`src/nvk_pkg.sv`:
```
/*
  Constants shared by the nonvolatile-memory write controller: register
  indices, control field positions, operation codes, key values and timing.
  Assumes a 20 MHz APB clock and a 16-bit register view.
*/
package nvk_pkg;

  // ---------------------------------------------------------------------------
  // Register indices (byte address is four times the index)
  // ---------------------------------------------------------------------------
  localparam logic [15:0] IDX_ADDR_LOW = 16'h0762;
  localparam logic [15:0] IDX_ADDR_HIGH = 16'h0764;
  localparam logic [15:0] IDX_OP_CONTROL = 16'h0920;
  localparam logic [15:0] IDX_UNLOCK_KEY = 16'h9920;
  localparam logic [15:0] IDX_FLAG_STATUS = 16'h0790;
  localparam logic [15:0] IDX_TABLE_PAGE = 16'h07A0;
  localparam logic [15:0] IDX_TABLE_PTR = 16'h07A2;
  localparam logic [15:0] IDX_TABLE_DATA = 16'h07A4;
  localparam int unsigned IDX_SHIFT = 2;

  // ---------------------------------------------------------------------------
  // Field layout
  // ---------------------------------------------------------------------------
  localparam int unsigned REG_W = 16;
  localparam int unsigned MEM_ADDR_W = 24;
  localparam int unsigned HIGH_W = 8;
  localparam int unsigned CTL_START_BIT = 15;
  localparam int unsigned CTL_PERMIT_BIT = 14;
  localparam int unsigned CTL_ERROR_BIT = 13;
  localparam int unsigned CTL_TIMED_BIT = 8;
  localparam int unsigned CTL_CODE_W = 7;
  localparam int unsigned FLAG_DONE_BIT = 0;
  localparam logic [15:0] CTL_RESET = 16'h0000;
  localparam logic [15:0] KEY_RESET = 16'h0000;

  // ---------------------------------------------------------------------------
  // Unlock key values
  // ---------------------------------------------------------------------------
  localparam logic [7:0] KEY_FIRST = 8'h55;
  localparam logic [7:0] KEY_SECOND = 8'hAA;

  // ---------------------------------------------------------------------------
  // Operation codes of the control register's low field
  // ---------------------------------------------------------------------------
  localparam logic [6:0] OP_EE_WORD_ERASE = 7'h44;
  localparam logic [6:0] OP_EE_BLOCK_ERASE = 7'h45;
  localparam logic [6:0] OP_EE_WORD_PROG = 7'h04;
  localparam logic [6:0] OP_EE_BLOCK_PROG = 7'h0A;
  localparam logic [6:0] OP_FL_ROW_ERASE = 7'h41;
  localparam logic [6:0] OP_FL_ROW_PROG = 7'h01;

  // ---------------------------------------------------------------------------
  // Array geometry and timing
  // ---------------------------------------------------------------------------
  localparam int unsigned BLOCK_WORDS = 16;
  localparam int unsigned EE_MAX_WORDS = 4096;
  localparam int unsigned CLK_PERIOD_NS = 50;
  localparam int unsigned OP_TIME_US = 2000;
  localparam int unsigned OP_CYCLES = (OP_TIME_US * 1000) / CLK_PERIOD_NS;

  typedef enum {
    NVK_IDLE,
    NVK_RUN
  } nvk_state_t;

endpackage

```
`src/nvk_ctl_if.sv`:
```
/*
  Interface joining the write controller to its unlock detector and its
  operation timer. Assumes all parties run on the same APB clock.
*/
`timescale 1ns/1ps
interface nvk_ctl_if;
  logic wr_pulse;
  logic key_sel;
  logic [7:0] key_data;
  logic consume;
  logic armed;
  logic tmr_start;
  logic tmr_busy;
  logic tmr_done;

  modport keyer (
    input wr_pulse,
    input key_sel,
    input key_data,
    input consume,
    output armed
  );

  modport timer (
    input tmr_start,
    output tmr_busy,
    output tmr_done
  );

  modport ctrl (
    output wr_pulse,
    output key_sel,
    output key_data,
    output consume,
    input armed,
    output tmr_start,
    input tmr_busy,
    input tmr_done
  );
endinterface // nvk_ctl_if

```
`src/nvk_eeprom_writer.sv`:
```
/*
  Nonvolatile memory write controller with APB register access: control,
  split address, unlock key, done flag and a table window onto the array.
  Assumes an array that reads with an acknowledge, latches single words and
  runs erase/program while ee_op_active is high; por_n is the power-up reset.
*/
`timescale 1ns/1ps
// Operation
// - Start needs key 0x55 then 0xAA written to the key register first.
// - EEPROM supports single words and sixteen-word block erase and program.
// - Target address is the high address byte joined with the low word.
// - Program takes about 2 ms; only hardware status marks completion.
// - Operations run in the background without stalling the processor.
// - Reads during an operation return undefined data.
// - Software can set start but not clear it; hardware clears on completion.
// - Permit bit gates starting and is clear after power-up.
// - Pin or watchdog reset during a write sets the error flag.
// - Such a reset leaves the low address register unchanged.
// - Completion sets the done flag; only software clears it.
// - Table read returns the word at table page plus pointer.
// - Erase takes about 2 ms; start clearing or done flag shows the end.
// - Start is ignored unless permit was set by an earlier write.
// - Clearing permit never aborts; hardware never clears permit.
module nvk_eeprom_writer
  import nvk_pkg::*;
#(
  parameter int unsigned PADDR_W = 18,
  parameter int unsigned CYCLES = OP_CYCLES,
  parameter int unsigned BLK_WORDS = BLOCK_WORDS
) (
  input wire logic pclk,
  input wire logic presetn,
  input wire logic por_n,
  input wire logic [PADDR_W-1:0] paddr,
  input wire logic psel,
  input wire logic penable,
  input wire logic pwrite,
  input wire logic [31:0] pwdata,
  input wire logic [3:0] pstrb,
  output logic pready,
  output logic [31:0] prdata,
  output logic pslverr,
  input wire logic reset_by_pin_or_watchdog,
  output logic [nvk_pkg::MEM_ADDR_W-1:0] ee_addr,
  output logic ee_rd_en,
  input wire logic [nvk_pkg::REG_W-1:0] ee_rd_data,
  input wire logic ee_rd_ack,
  output logic ee_lat_we,
  output logic [nvk_pkg::REG_W-1:0] ee_lat_data,
  output logic ee_op_go,
  output logic ee_op_active,
  output logic ee_op_erase,
  output logic ee_op_block,
  output logic ee_op_flash,
  output logic [nvk_pkg::MEM_ADDR_W-1:0] ee_op_addr
);
  import nvk_pkg::*;

  // ---------------------------------------------------------------------------
  // Elaboration checks
  // ---------------------------------------------------------------------------
  initial begin
    if (PADDR_W < 18 || PADDR_W > 32) begin
      $error("nvk_eeprom_writer: PADDR_W must lie in 18..32");
    end
    if (BLK_WORDS < 2 || BLK_WORDS > EE_MAX_WORDS || (BLK_WORDS & (BLK_WORDS - 1)) != 0) begin
      $error("nvk_eeprom_writer: BLK_WORDS must be a power of two that fits");
    end
  end

  // ---------------------------------------------------------------------------
  // Address decode
  // ---------------------------------------------------------------------------
  function automatic logic [PADDR_W-1:0] byte_addr(input logic [15:0] idx);
    byte_addr = PADDR_W'({idx, 2'b00});
  endfunction

  logic sel_low;
  logic sel_high;
  logic sel_ctl;
  logic sel_key;
  logic sel_flag;
  logic sel_page;
  logic sel_ptr;
  logic sel_data;
  logic mapped;

  // One select per register; anything else answers with an error.
  assign sel_low = (paddr == byte_addr(IDX_ADDR_LOW));
  assign sel_high = (paddr == byte_addr(IDX_ADDR_HIGH));
  assign sel_ctl = (paddr == byte_addr(IDX_OP_CONTROL));
  assign sel_key = (paddr == byte_addr(IDX_UNLOCK_KEY));
  assign sel_flag = (paddr == byte_addr(IDX_FLAG_STATUS));
  assign sel_page = (paddr == byte_addr(IDX_TABLE_PAGE));
  assign sel_ptr = (paddr == byte_addr(IDX_TABLE_PTR));
  assign sel_data = (paddr == byte_addr(IDX_TABLE_DATA));
  assign mapped = sel_low | sel_high | sel_ctl | sel_key | sel_flag | sel_page |
                  sel_ptr | sel_data;

  // ---------------------------------------------------------------------------
  // Bus handshake
  // ---------------------------------------------------------------------------
  logic access;
  logic tbl_rd;
  logic tbl_done_r;
  logic fire;
  logic wr_fire;
  logic [15:0] wmask;

  // A table read stalls the access phase until the array answers.
  assign access = psel & penable;
  assign tbl_rd = access & ~pwrite & sel_data;
  assign pready = access & (~tbl_rd | tbl_done_r);
  assign pslverr = pready & ~mapped;
  assign fire = pready;
  assign wr_fire = fire & pwrite & mapped;
  assign wmask = {{8{pstrb[1]}}, {8{pstrb[0]}}};

  function automatic logic [15:0] merge(input logic [15:0] old, input logic [15:0] nw,
                                        input logic [15:0] m);
    merge = (old & ~m) | (nw & m);
  endfunction

  // ---------------------------------------------------------------------------
  // Sub-blocks
  // ---------------------------------------------------------------------------
  nvk_ctl_if ctl ();

  nvk_key_seq u_key (
    .pclk(pclk),
    .presetn(presetn),
    .ctl(ctl.keyer)
  );

  nvk_op_timer #(
    .CYCLES(CYCLES)
  ) u_tmr (
    .pclk(pclk),
    .presetn(presetn),
    .ctl(ctl.timer)
  );

  // ---------------------------------------------------------------------------
  // Registers
  // ---------------------------------------------------------------------------
  logic [15:0] addr_low_r;
  logic [HIGH_W-1:0] addr_high_r;
  logic start_r;
  logic permit_r;
  logic error_r;
  logic timed_r;
  logic [CTL_CODE_W-1:0] code_r;
  logic done_r;
  logic [HIGH_W-1:0] page_r;
  logic [15:0] ptr_r;
  logic mark_r;
  logic first_r;
  nvk_state_t state_r;
  logic [15:0] ctl_view;
  logic code_ok;
  logic start_req;
  logic go;
  logic tbl_wr;
  logic tbl_rd_hit;
  logic interrupted;

  // Decode of the operation code; unknown codes cannot start anything.
  always_comb begin
    code_ok = 1'b0;
    case (code_r)
      OP_EE_WORD_ERASE, OP_EE_BLOCK_ERASE, OP_EE_WORD_PROG,
      OP_EE_BLOCK_PROG, OP_FL_ROW_ERASE, OP_FL_ROW_PROG: begin
        code_ok = 1'b1;
      end
      default: begin
        code_ok = 1'b0;
      end
    endcase
  end

  // Start needs the key armed and permit already set before this write.
  assign start_req = wr_fire & sel_ctl & pstrb[1] & pwdata[CTL_START_BIT];
  assign go = start_req & ~start_r & ctl.armed & permit_r & code_ok & ~ctl.tmr_busy;
  assign tbl_wr = wr_fire & sel_data;
  assign tbl_rd_hit = tbl_rd & ee_rd_ack & ~tbl_done_r;
  assign interrupted = first_r & mark_r & reset_by_pin_or_watchdog;

  // Hooks into the key detector and the timer.
  assign ctl.wr_pulse = wr_fire;
  assign ctl.key_sel = sel_key & pstrb[0];
  assign ctl.key_data = pwdata[7:0];
  assign ctl.consume = go;
  assign ctl.tmr_start = go;

  // Address registers survive a warm reset so a failed location can be
  // retried; table accesses also capture their address here.
  always_ff @(posedge pclk or negedge por_n) begin
    if (!por_n) begin
      addr_low_r <= '0;
      addr_high_r <= '0;
    end else if (tbl_wr || tbl_rd_hit) begin
      addr_low_r <= ptr_r;
      addr_high_r <= page_r;
    end else if (wr_fire && sel_low && !ctl.tmr_busy) begin
      addr_low_r <= merge(addr_low_r, pwdata[15:0], wmask);
    end else if (wr_fire && sel_high && pstrb[0] && !ctl.tmr_busy) begin
      addr_high_r <= pwdata[HIGH_W-1:0];
    end
  end

  // First cycle after a warm reset; used to inspect what the reset broke.
  always_ff @(posedge pclk or negedge presetn) begin
    if (!presetn) begin
      first_r <= 1'b1;
    end else begin
      first_r <= 1'b0;
    end
  end

  // Running-write mark and error flag live on power-up reset only, so a
  // warm reset in mid-operation leaves evidence behind.
  always_ff @(posedge pclk or negedge por_n) begin
    if (!por_n) begin
      mark_r <= 1'b0;
      error_r <= 1'b0;
    end else begin
      if (go) begin
        mark_r <= 1'b1;
      end else if (ctl.tmr_done || first_r) begin
        mark_r <= 1'b0;
      end
      if (interrupted) begin
        error_r <= 1'b1;
      end else if (wr_fire && sel_ctl && pstrb[1]) begin
        error_r <= pwdata[CTL_ERROR_BIT];
      end
    end
  end

  // Operation sequencer; idle until a legal start, running until the timer ends.
  always_ff @(posedge pclk or negedge presetn) begin
    if (!presetn) begin
      state_r <= NVK_IDLE;
    end else begin
      case (state_r)
        NVK_IDLE: begin
          if (go) begin
            state_r <= NVK_RUN;
          end
        end
        NVK_RUN: begin
          if (ctl.tmr_done) begin
            state_r <= NVK_IDLE;
          end
        end
        default: begin
          state_r <= NVK_IDLE;
        end
      endcase
    end
  end

  // Start bit: software may only set it, hardware clears it at completion.
  always_ff @(posedge pclk or negedge presetn) begin
    if (!presetn) begin
      start_r <= CTL_RESET[CTL_START_BIT];
    end else if (go) begin
      start_r <= 1'b1;
    end else if (ctl.tmr_done) begin
      start_r <= 1'b0;
    end
  end

  // Permit, timed select and code are plain software fields; hardware never
  // touches permit, and the code is frozen while an operation runs.
  always_ff @(posedge pclk or negedge presetn) begin
    if (!presetn) begin
      permit_r <= CTL_RESET[CTL_PERMIT_BIT];
      timed_r <= CTL_RESET[CTL_TIMED_BIT];
      code_r <= CTL_RESET[CTL_CODE_W-1:0];
    end else if (wr_fire && sel_ctl) begin
      if (pstrb[1]) begin
        permit_r <= pwdata[CTL_PERMIT_BIT];
        timed_r <= pwdata[CTL_TIMED_BIT];
      end
      if (pstrb[0] && !start_r) begin
        code_r <= pwdata[CTL_CODE_W-1:0];
      end
    end
  end

  // Done flag: completion sets it and wins over a clear in the same cycle.
  always_ff @(posedge pclk or negedge presetn) begin
    if (!presetn) begin
      done_r <= 1'b0;
    end else if (ctl.tmr_done) begin
      done_r <= 1'b1;
    end else if (wr_fire && sel_flag && pstrb[0]) begin
      done_r <= pwdata[FLAG_DONE_BIT];
    end
  end

  // Table page and pointer form the window onto the array.
  always_ff @(posedge pclk or negedge presetn) begin
    if (!presetn) begin
      page_r <= '0;
      ptr_r <= '0;
    end else begin
      if (wr_fire && sel_page && pstrb[0]) begin
        page_r <= pwdata[HIGH_W-1:0];
      end
      if (wr_fire && sel_ptr) begin
        ptr_r <= merge(ptr_r, pwdata[15:0], wmask);
      end
    end
  end

  // ---------------------------------------------------------------------------
  // Operation latch toward the array
  // ---------------------------------------------------------------------------
  logic op_erase_r;
  logic op_block_r;
  logic op_flash_r;
  logic [MEM_ADDR_W-1:0] op_addr_r;
  logic go_r;
  logic [MEM_ADDR_W-1:0] tgt_addr;
  logic tgt_block;

  // Block operations align down to the block; one word is two bytes.
  assign tgt_addr = {addr_high_r, addr_low_r};
  assign tgt_block = (code_r == OP_EE_BLOCK_ERASE) || (code_r == OP_EE_BLOCK_PROG) ||
                     code_r[0] && code_r[3:1] == 3'h0;

  // Selection is captured at start so later writes cannot disturb it.
  always_ff @(posedge pclk or negedge presetn) begin
    if (!presetn) begin
      op_erase_r <= 1'b0;
      op_block_r <= 1'b0;
      op_flash_r <= 1'b0;
      op_addr_r <= '0;
      go_r <= 1'b0;
    end else begin
      go_r <= go;
      if (go) begin
        op_erase_r <= code_r[6];
        op_block_r <= tgt_block;
        op_flash_r <= (code_r == OP_FL_ROW_ERASE) || (code_r == OP_FL_ROW_PROG);
        op_addr_r <= tgt_block ? (tgt_addr & ~MEM_ADDR_W'((BLK_WORDS << 1) - 1)) : tgt_addr;
      end
    end
  end

  assign ee_op_go = go_r;
  assign ee_op_active = (state_r == NVK_RUN);
  assign ee_op_erase = op_erase_r;
  assign ee_op_block = op_block_r;
  assign ee_op_flash = op_flash_r;
  assign ee_op_addr = op_addr_r;

  // ---------------------------------------------------------------------------
  // Table window
  // ---------------------------------------------------------------------------
  logic lat_we_r;
  logic [15:0] lat_data_r;

  // Word latch writes; a read stays requested until acknowledged.
  always_ff @(posedge pclk or negedge presetn) begin
    if (!presetn) begin
      lat_we_r <= 1'b0;
      lat_data_r <= '0;
    end else begin
      lat_we_r <= tbl_wr;
      if (tbl_wr) begin
        lat_data_r <= merge(lat_data_r, pwdata[15:0], wmask);
      end
    end
  end

  assign ee_addr = {page_r, ptr_r};
  assign ee_rd_en = tbl_rd & ~tbl_done_r;
  assign ee_lat_we = lat_we_r;
  assign ee_lat_data = lat_data_r;

  // ---------------------------------------------------------------------------
  // Read data
  // ---------------------------------------------------------------------------
  assign ctl_view = {start_r, permit_r, error_r, 4'h0, timed_r, 1'b0, code_r};

  // Ordinary registers load in the setup cycle; the table data loads when
  // the array acknowledges, which may be mid-operation and then undefined.
  always_ff @(posedge pclk or negedge presetn) begin
    if (!presetn) begin
      prdata <= '0;
      tbl_done_r <= 1'b0;
    end else begin
      if (fire) begin
        tbl_done_r <= 1'b0;
      end else if (tbl_rd_hit) begin
        tbl_done_r <= 1'b1;
        prdata <= {16'h0000, ee_rd_data};
      end
      if (psel && !penable && !pwrite) begin
        case (1'b1)
          sel_low: prdata <= {16'h0000, addr_low_r};
          sel_high: prdata <= {24'h000000, addr_high_r};
          sel_ctl: prdata <= {16'h0000, ctl_view};
          sel_flag: prdata <= {31'h00000000, done_r};
          sel_page: prdata <= {24'h000000, page_r};
          sel_ptr: prdata <= {16'h0000, ptr_r};
          default: prdata <= '0;
        endcase
      end
    end
  end

endmodule // nvk_eeprom_writer

```
`src/nvk_key_seq.sv`:
```
/*
  Unlock detector: watches register writes and arms after the two key values
  arrive in consecutive writes. Assumes one-cycle write pulses on pclk.
*/
`timescale 1ns/1ps
module nvk_key_seq
  import nvk_pkg::*;
(
  input wire logic pclk,
  input wire logic presetn,
  nvk_ctl_if.keyer ctl
);

  typedef enum {
    NVK_KEY_NONE,
    NVK_KEY_HALF,
    NVK_KEY_ARMED
  } nvk_key_t;

  nvk_key_t key_r;

  // Any intervening write breaks the sequence, so a stray store cannot arm.
  always_ff @(posedge pclk or negedge presetn) begin
    if (!presetn) begin
      key_r <= NVK_KEY_NONE;
    end else if (ctl.consume) begin
      key_r <= NVK_KEY_NONE;
    end else if (ctl.wr_pulse) begin
      case (key_r)
        NVK_KEY_NONE: begin
          key_r <= (ctl.key_sel && ctl.key_data == KEY_FIRST) ? NVK_KEY_HALF : NVK_KEY_NONE;
        end
        NVK_KEY_HALF: begin
          key_r <= (ctl.key_sel && ctl.key_data == KEY_SECOND) ? NVK_KEY_ARMED :
                   (ctl.key_sel && ctl.key_data == KEY_FIRST) ? NVK_KEY_HALF : NVK_KEY_NONE;
        end
        NVK_KEY_ARMED: begin
          // Armed lasts only until the next write, which must be the start.
          key_r <= (ctl.key_sel && ctl.key_data == KEY_FIRST) ? NVK_KEY_HALF : NVK_KEY_NONE;
        end
        default: begin
          key_r <= NVK_KEY_NONE;
        end
      endcase
    end
  end

  assign ctl.armed = (key_r == NVK_KEY_ARMED);

endmodule // nvk_key_seq

```
`src/nvk_op_timer.sv`:
```
/*
  Operation timer: counts the program or erase duration after a start pulse
  and pulses done at the end. Assumes the start pulse only comes when idle.
*/
`timescale 1ns/1ps
module nvk_op_timer
  import nvk_pkg::*;
#(
  parameter int unsigned CYCLES = OP_CYCLES
) (
  input wire logic pclk,
  input wire logic presetn,
  nvk_ctl_if.timer ctl
);

  localparam int unsigned CNT_W = $clog2(CYCLES + 1);
  localparam logic [CNT_W-1:0] LOAD = CNT_W'(CYCLES - 1);

  logic [CNT_W-1:0] cnt_r;
  logic busy_r;

  initial begin
    if (CYCLES < 2) begin
      $error("nvk_op_timer: CYCLES must be at least 2");
    end
  end

  // Countdown; the processor keeps running meanwhile, nothing here stalls it.
  always_ff @(posedge pclk or negedge presetn) begin
    if (!presetn) begin
      cnt_r <= '0;
      busy_r <= 1'b0;
    end else if (ctl.tmr_start && !busy_r) begin
      cnt_r <= LOAD;
      busy_r <= 1'b1;
    end else if (busy_r) begin
      if (cnt_r == '0) begin
        busy_r <= 1'b0;
      end else begin
        cnt_r <= cnt_r - CNT_W'(1);
      end
    end
  end

  assign ctl.tmr_busy = busy_r;
  assign ctl.tmr_done = busy_r && (cnt_r == '0);

endmodule // nvk_op_timer

```
`config.mk`:
```
export PLATFORM = sky130hd
export DESIGN_NAME = nvk_eeprom_writer
export DESIGN_NICKNAME = d
export VERILOG_FILES = /design/src/nvk_pkg.sv /design/src/nvk_ctl_if.sv /design/src/nvk_eeprom_writer.sv /design/src/nvk_key_seq.sv /design/src/nvk_op_timer.sv
export SDC_FILE = /design/constraint.sdc
export NUM_CORES = 1
export LEC_CHECK = 0
export ABC_AREA = 1
export BUFFER_PORTS_ARGS = -buffer_cell sky130_fd_sc_hd__buf_4
export CAP_MARGIN = 10
export CORE_MARGIN = 3
export CORE_UTILIZATION = 29
export DETAILED_ROUTE_END_ITERATION = 6
export GPL_TIMING_DRIVEN = 0
export PLACE_DENSITY_LB_ADDON = 0.08
export SETUP_SLACK_MARGIN = 0.3
export SLEW_MARGIN = 10
export SYNTH_ARGS = -nofsm -noshare
export SYNTH_HDL_FRONTEND = slang
export SYNTH_HIERARCHICAL = 1
export SYNTH_SLANG_ARGS = --single-unit
```
`constraint.sdc`:
```
create_clock -name pclk -period 3.2 [get_ports pclk]
set_input_delay 0.48 -clock pclk [delete_from_list [all_inputs] [get_ports pclk]]
set_output_delay 0.48 -clock pclk [all_outputs]
set_load 0.02 [all_outputs]
```
-- Yosys cells after proc, flatten, opt, wreduce, memory -nomap -nowiden
Index checks and enable logic that the tools add are counted.
Widths: inputs -> output; s select.
- bitwise logic cells: 44
- multiplexer cells: 40
- multiply operators: 0
- divide/modulo/power cells: 0
- reduce and logical (&&, ||, !) cells: 51
- equal/unequal tests: 26
- order comparisons: 0
- shift operators: 0
- add/subtract/negate cells: 1
- operator list (kind ; number):
    $mux 32 ; 8
    $mux 16 ; 11
    $pmux 32 s2 ; 2
    $eq 18x13->1 const B ; 6
    $and 16x16->16 ; 4
    $eq 32x1->1 const B ; 2
    $eq 32x2->1 const B ; 2
    $logic_not 32->1 ; 2
    $or 16x16->16 ; 3
    $eq 32x3->1 const B ; 1
    $mux 8 ; 3
    $and 1x1->1 ; 22
    $eq 7x7->1 const B ; 3
    $logic_and 1x1->1 ; 20
    $reduce_bool 2->1 ; 10
    $eq 18x14->1 const B ; 1
    $eq 18x18->1 const B ; 1
    $logic_not 16->1 ; 1
    $not 16->16 ; 1
    $sub 16x1->16 const B ; 1
    $mux 1 ; 15
    $reduce_and 2->1 ; 6
    $eq 8x7->1 const B ; 1
    $eq 8x8->1 const B ; 1
    other kinds (13) ; 35
- output and inout port bits: 105
- bits in latches: 0
- memories kept: 0
- register bits after elaboration: 221
- input port bits: 78
- ROM bits: 0
- RAM bits: 0
- logic and storage cells: 187

-- Longest topological paths before layout
- word-level depth: 20
- depth in mapped cells: 17
- mapped depth without buffers: 17

-- Cells and area by module
The synthesis kept the hierarchy.
- by module, submodules not included (module ; sequential area each (µm²) ; cells each ; area each (µm²) ; instances):
    nvk_eeprom_writer ; 3129.3 ; 787 ; 6452.4 ; 1
    nvk_op_timer ; 425.4 ; 163 ; 1218.7 ; 1
    nvk_key_seq ; 50.0 ; 36 ; 190.2 ; 1

-- Worst setup path before layout
No wires, ideal clock.
- path kind: input -> register
- start point: in paddr[15]
- end point: reg u_tmr.cnt_r[3]
- library setup time: 0.074 ns
- data arrival time: 2.267 ns
- buffers on the path: 1
- stages on the path: 16
- data required time: 3.126 ns
- path slack: 0.859 ns
- path through: nor2_1 > nand2_2 > nor2_4 > nand3_1 > nand3_1 > nor2_1 > nand2_2 > nand2_4 > clkinv_2 > nand4_4 > inv_2 > nand2_4 > buf_2 > nand3_1 > nand2_1 > o21ai_2
- cells in the longest elaborated chain, start to end: 20
- elaborated cells on any way between the ends: 34
- those cells by class: eq/ne: 9; mux: 1; bitwise: 21; reduce/logical: 3
- RTL lines (what ; RTL line ; text):
    start, declared ; nvk_eeprom_writer.sv:34 ; input wire logic [PADDR_W-1:0] paddr,
    $eq 18x13->1 (on tied branches) ; nvk_eeprom_writer.sv:89, nvk_eeprom_writer.sv:90 ;
    $or 1x1->1 (6 in a row) ; nvk_eeprom_writer.sv:97 ; assign mapped = sel_low | sel_high | sel_ctl | sel_key | sel_flag | sel_page |
    $or 1x1->1 ; nvk_eeprom_writer.sv:98 ; sel_ptr | sel_data;
    $and 1x1->1 * ; nvk_eeprom_writer.sv:116 ; assign wr_fire = fire & pwrite & mapped;
    named net ctl.wr_pulse ; nvk_ctl_if.sv:7 ; logic wr_pulse;
    $and 1x1->1 * (3 in a row) ; nvk_eeprom_writer.sv:182 ; assign start_req = wr_fire & sel_ctl & pstrb[1] & pwdata[CTL_START_BIT];
    $and 1x1->1 * (5 in a row) ; nvk_eeprom_writer.sv:183 ; assign go = start_req & ~start_r & ctl.armed & permit_r & code_ok & ~ctl.tmr_busy;
    named net ctl.consume ; nvk_ctl_if.sv:10 ; logic consume;
    $logic_and 1x1->1 * ; nvk_op_timer.sv:33 ; end else if (ctl.tmr_start && !busy_r) begin
    $ne 2x1->1 (no source line) or $reduce_bool 2->1 (tied branches) ; -- ;
    $reduce_and 2->1 (no source line) ; -- ;
    end signal, assigned ; nvk_op_timer.sv:40 ; cnt_r <= cnt_r - CNT_W'(1);
    end, declared ; nvk_op_timer.sv:19 ; logic [CNT_W-1:0] cnt_r;
Mark *: on every way through the listed nets, which the timed path passes. The rest lies on a longest branch.
A chain may end at the register's enable or synchronous reset.

-- Worst setup path in the final report
- start point: in paddr[7]
- end point: reg u_tmr.cnt_r[4]
The elaborated chain is that of the path after synthesis.

==> run metrics <==
final routed DRC violation total=0; via count=7,114; Max VDD drop=about 0.34 mV; Post-synth ARST share=1.00; Routed WL=27.7 mm; Tcrit/Tclk final=0.813; WS Path Type=in -> reg; Synth Flop Type=dfrtp_1; dpl ws=-0.0886 ns; Worst Path Max Fanout=14; Area growth syn-to-layout=29.0%; worst setup margin=0.600 ns; largest net degree at the start of global routing=64; deepest clock path buffer count=2; clk root buf=clkbuf_16; top layer in use=met4; placed inst area=approximately 0.0095 sq mm; post-synth cell types=47; CTS clk-pin slew, worst paths=approximately 0.07 ns; DR WL met2=around 12 mm; sequential share of the synthesized area=0.459; initial antenna violation count=0; Power Dens Cells=between 400 and 500 mW/mm^2; Detail Route Antenna Nets=0; total grt overflow=0; Die X=about 170 um; LEAKAGE=about 5.2 nW; commonest cells after routing, fill and taps aside=266 x nand2_1, 170 x buf_4, 143 x dfrtp_1; final worst path period need=2.60 ns; Worst setup SP type=primary input; Avg WL per Cell=18.2 um; Critical Path Sink Type=flop; Clk Latency, worst-skew pair=0.44 ns; Final Hold Fails=0; Post-synth EDFFs=0; die area=0.0291 sq mm; Mapped Cells=slightly below 1,000; outcome=finished, final reports clean; Seq cells post-synth=between 100 and 150; Setup Skew=around 0.013 ns; Layout Nets=about 1,300; Ant. Diodes=0; final instance area=around 0.010 sq mm; Ports=183; Max-cap violations=0; H-tree Lvls=4; Port Buffers=148; FMAX=0.385 GHz; post-DP HPWL=about 22 mm; Hold WC Path Type=in -> async; Met3 Routed Length=approximately 1.4 mm; Iter 0 DRT Violations=419; most common cell after layout, fill and taps aside=nand2_1; GRT Util Overall=0.193; Avg Vias per Cell=4.67; drt pass-1 iters=5; GP Congestion=between 0.8 and 0.9; Post-Syn Area per Cell=approximately 8 sq um; row cnt=59; Max-Slew Margin vs Limit=0.375; fin. max-slew vios=0; core area=around 0.026 sq mm; cell area after synthesis=approximately 0.008 sq mm; CTS tree=yes; setup TNS after final layout=0 ns; Critical Path RT=between 3 and 4 ns; first-pass GRT wire length=~43 mm; Syn. warnings=6; share of layout cells above drive strength 1=0.265; Setup Viol. Count Final=0; clk sinks=roughly 140; worst endpoint data arrival time=between 2 and 3 ns; vias in the first global route=around 7,000; CTS Buf Count=17; met1 WL=13.5 mm; Worst-Margin Slew=between 0.9 and 1 ns; Initial Utilization=0.298; die span in y=around 170 um; RSZ-0062 raised after global routing=false
## report_power, final
| group | leakage [nW] | switching [W] | internal, W |
|---|---|---|---|
| sequential | 1.85 | 0.0000264 | 0.00185 |
| combinational | 3.10 | 0.000219 | 0.000141 |
| clock | 0.295 | 0.000946 | 0.00114 |
| total | 5.25 | 0.00119 | 0.00313 |
## Yosys cell counts, types with 2 or more instances
| master | instances | area [sq um] |
|---|---|---|
| nand3b_1 | 6 | 45.0 |
| nor2_2 | 12 | 75.1 |
| a21oi_1 | 15 | 75.1 |
| buf_4 | 19 | 143 |
| nor2_4 | 12 | 135 |
| inv_1 | 112 | 420 |
| nor2_1 | 72 | 270 |
| nand2_1 | 266 | 998 |
| buf_2 | 5 | 25.0 |
| nand3_1 | 101 | 505 |
| dfrtp_1 | 143 | 3580 |
| o21bai_1 | 5 | 37.5 |
| clkbuf_1 | 8 | 30.0 |
| nand4_1 | 15 | 93.8 |
| inv_2 | 5 | 18.8 |
| o21ai_2 | 29 | 254 |
| or2_2 | 2 | 12.5 |
| a221oi_1 | 4 | 35.0 |
| buf_6 | 10 | 113 |
| o2111ai_1 | 3 | 26.3 |
| o21ai_1 | 25 | 125 |
| nand2_2 | 11 | 68.8 |
| nor3_1 | 5 | 25.0 |
| clkinv_2 | 2 | 10.0 |
| nand2_4 | 10 | 113 |
| nand3_2 | 4 | 40.0 |
| o211ai_1 | 12 | 90.1 |
| o21ai_0 | 54 | 270 |
## critical path: stages
cell      delay [ns]
buf_4           0.12
inv_1           0.09
nor2_2          0.06
nand2_1         0.14
nor2_2          0.08
nand2_1         0.11
clkinv_2        0.18
nor2_1          0.17
nand2_2         0.14
nand2_4         0.12
clkinv_2        0.15
nand4_4         0.23
clkinv_8        0.16
nand2_4         0.14
buf_2           0.27
nand3_1         0.11
nand2_1         0.09
o21ai_2         0.05
## repair_timing
| action | CTS | global route |
|---|---|---|
| endpoints found under the hold margin | 26 | 0 |
| endpoints found under the setup margin | 1 | 14 |
| setup buffers | 0 | 4 |
| resized for setup | 1 | 3 |
| hold buffers | 1 | 0 |
| pin swaps | 0 | 1 |
## through the flow
stage	util	instances	hold WS, ns	power, W
after floorplan	-	1002	0.184	0.00206
after global placement	0.359	1485	0.441	0.00227
after detailed placement	0.360	1486	0.440	0.00228
after CTS	0.383	1519	0.0240	0.00437
after global routing	0.385	1523	0.0399	0.00448
final	0.385	1523	0.0000676	0.00433
## worst paths after layout
path	start	to	slack, ns	cells after the start
max in group asynchronous	por_n	async pin	2.38	2
min in group pclk	pwdata[1]	code_r[1]	0.28	3
setup reg to reg	code_r[1]	u_tmr/cnt_r[4]	0.63	15
hold / removal	presetn	ee_op_go	0.00007	1
setup / recovery	paddr[7]	u_tmr/cnt_r[4]	0.60	18
hold reg to reg	ee_op_addr[10]	ee_op_addr[10]	0.47	2
## logic make-up after synthesis
logic type,count (synthesis),share of synthesized area
multiplexers,1,0.00127
buffers and inverters,162,0.0971
AO/OA/AOI/OAI,152,0.122
other,1,0.000477
flip-flops,144,0.459
AND/OR/NAND/NOR,525,0.319
adder cells (fa/ha/maj),1,0.00159
## per-layer routing
| layer | vias to the layer above | GRT usage |
|---|---|---|
| met5 | - | 0 |
| met4 | 0 | 0.0529 |
| met3 | 26 | 0.0300 |
| met2 | 208 | 0.295 |
| met1 | 3325 | 0.285 |
| li1 | 3555 | - |
## area by class of cell
class / instances / area, sq um
Fill cell: 2752 / 16200
Tap cell: 335 / 419
Clock inverter: 14 / 168
Clock buffer: 18 / 439
Inverter: 120 / 465
Multi-Input combinational cell: 696 / 3550
Buffer: 42 / 310
Sequential cell: 144 / 3600
Timing Repair Buffer: 154 / 1180
(Power assumes the default switching activity.)
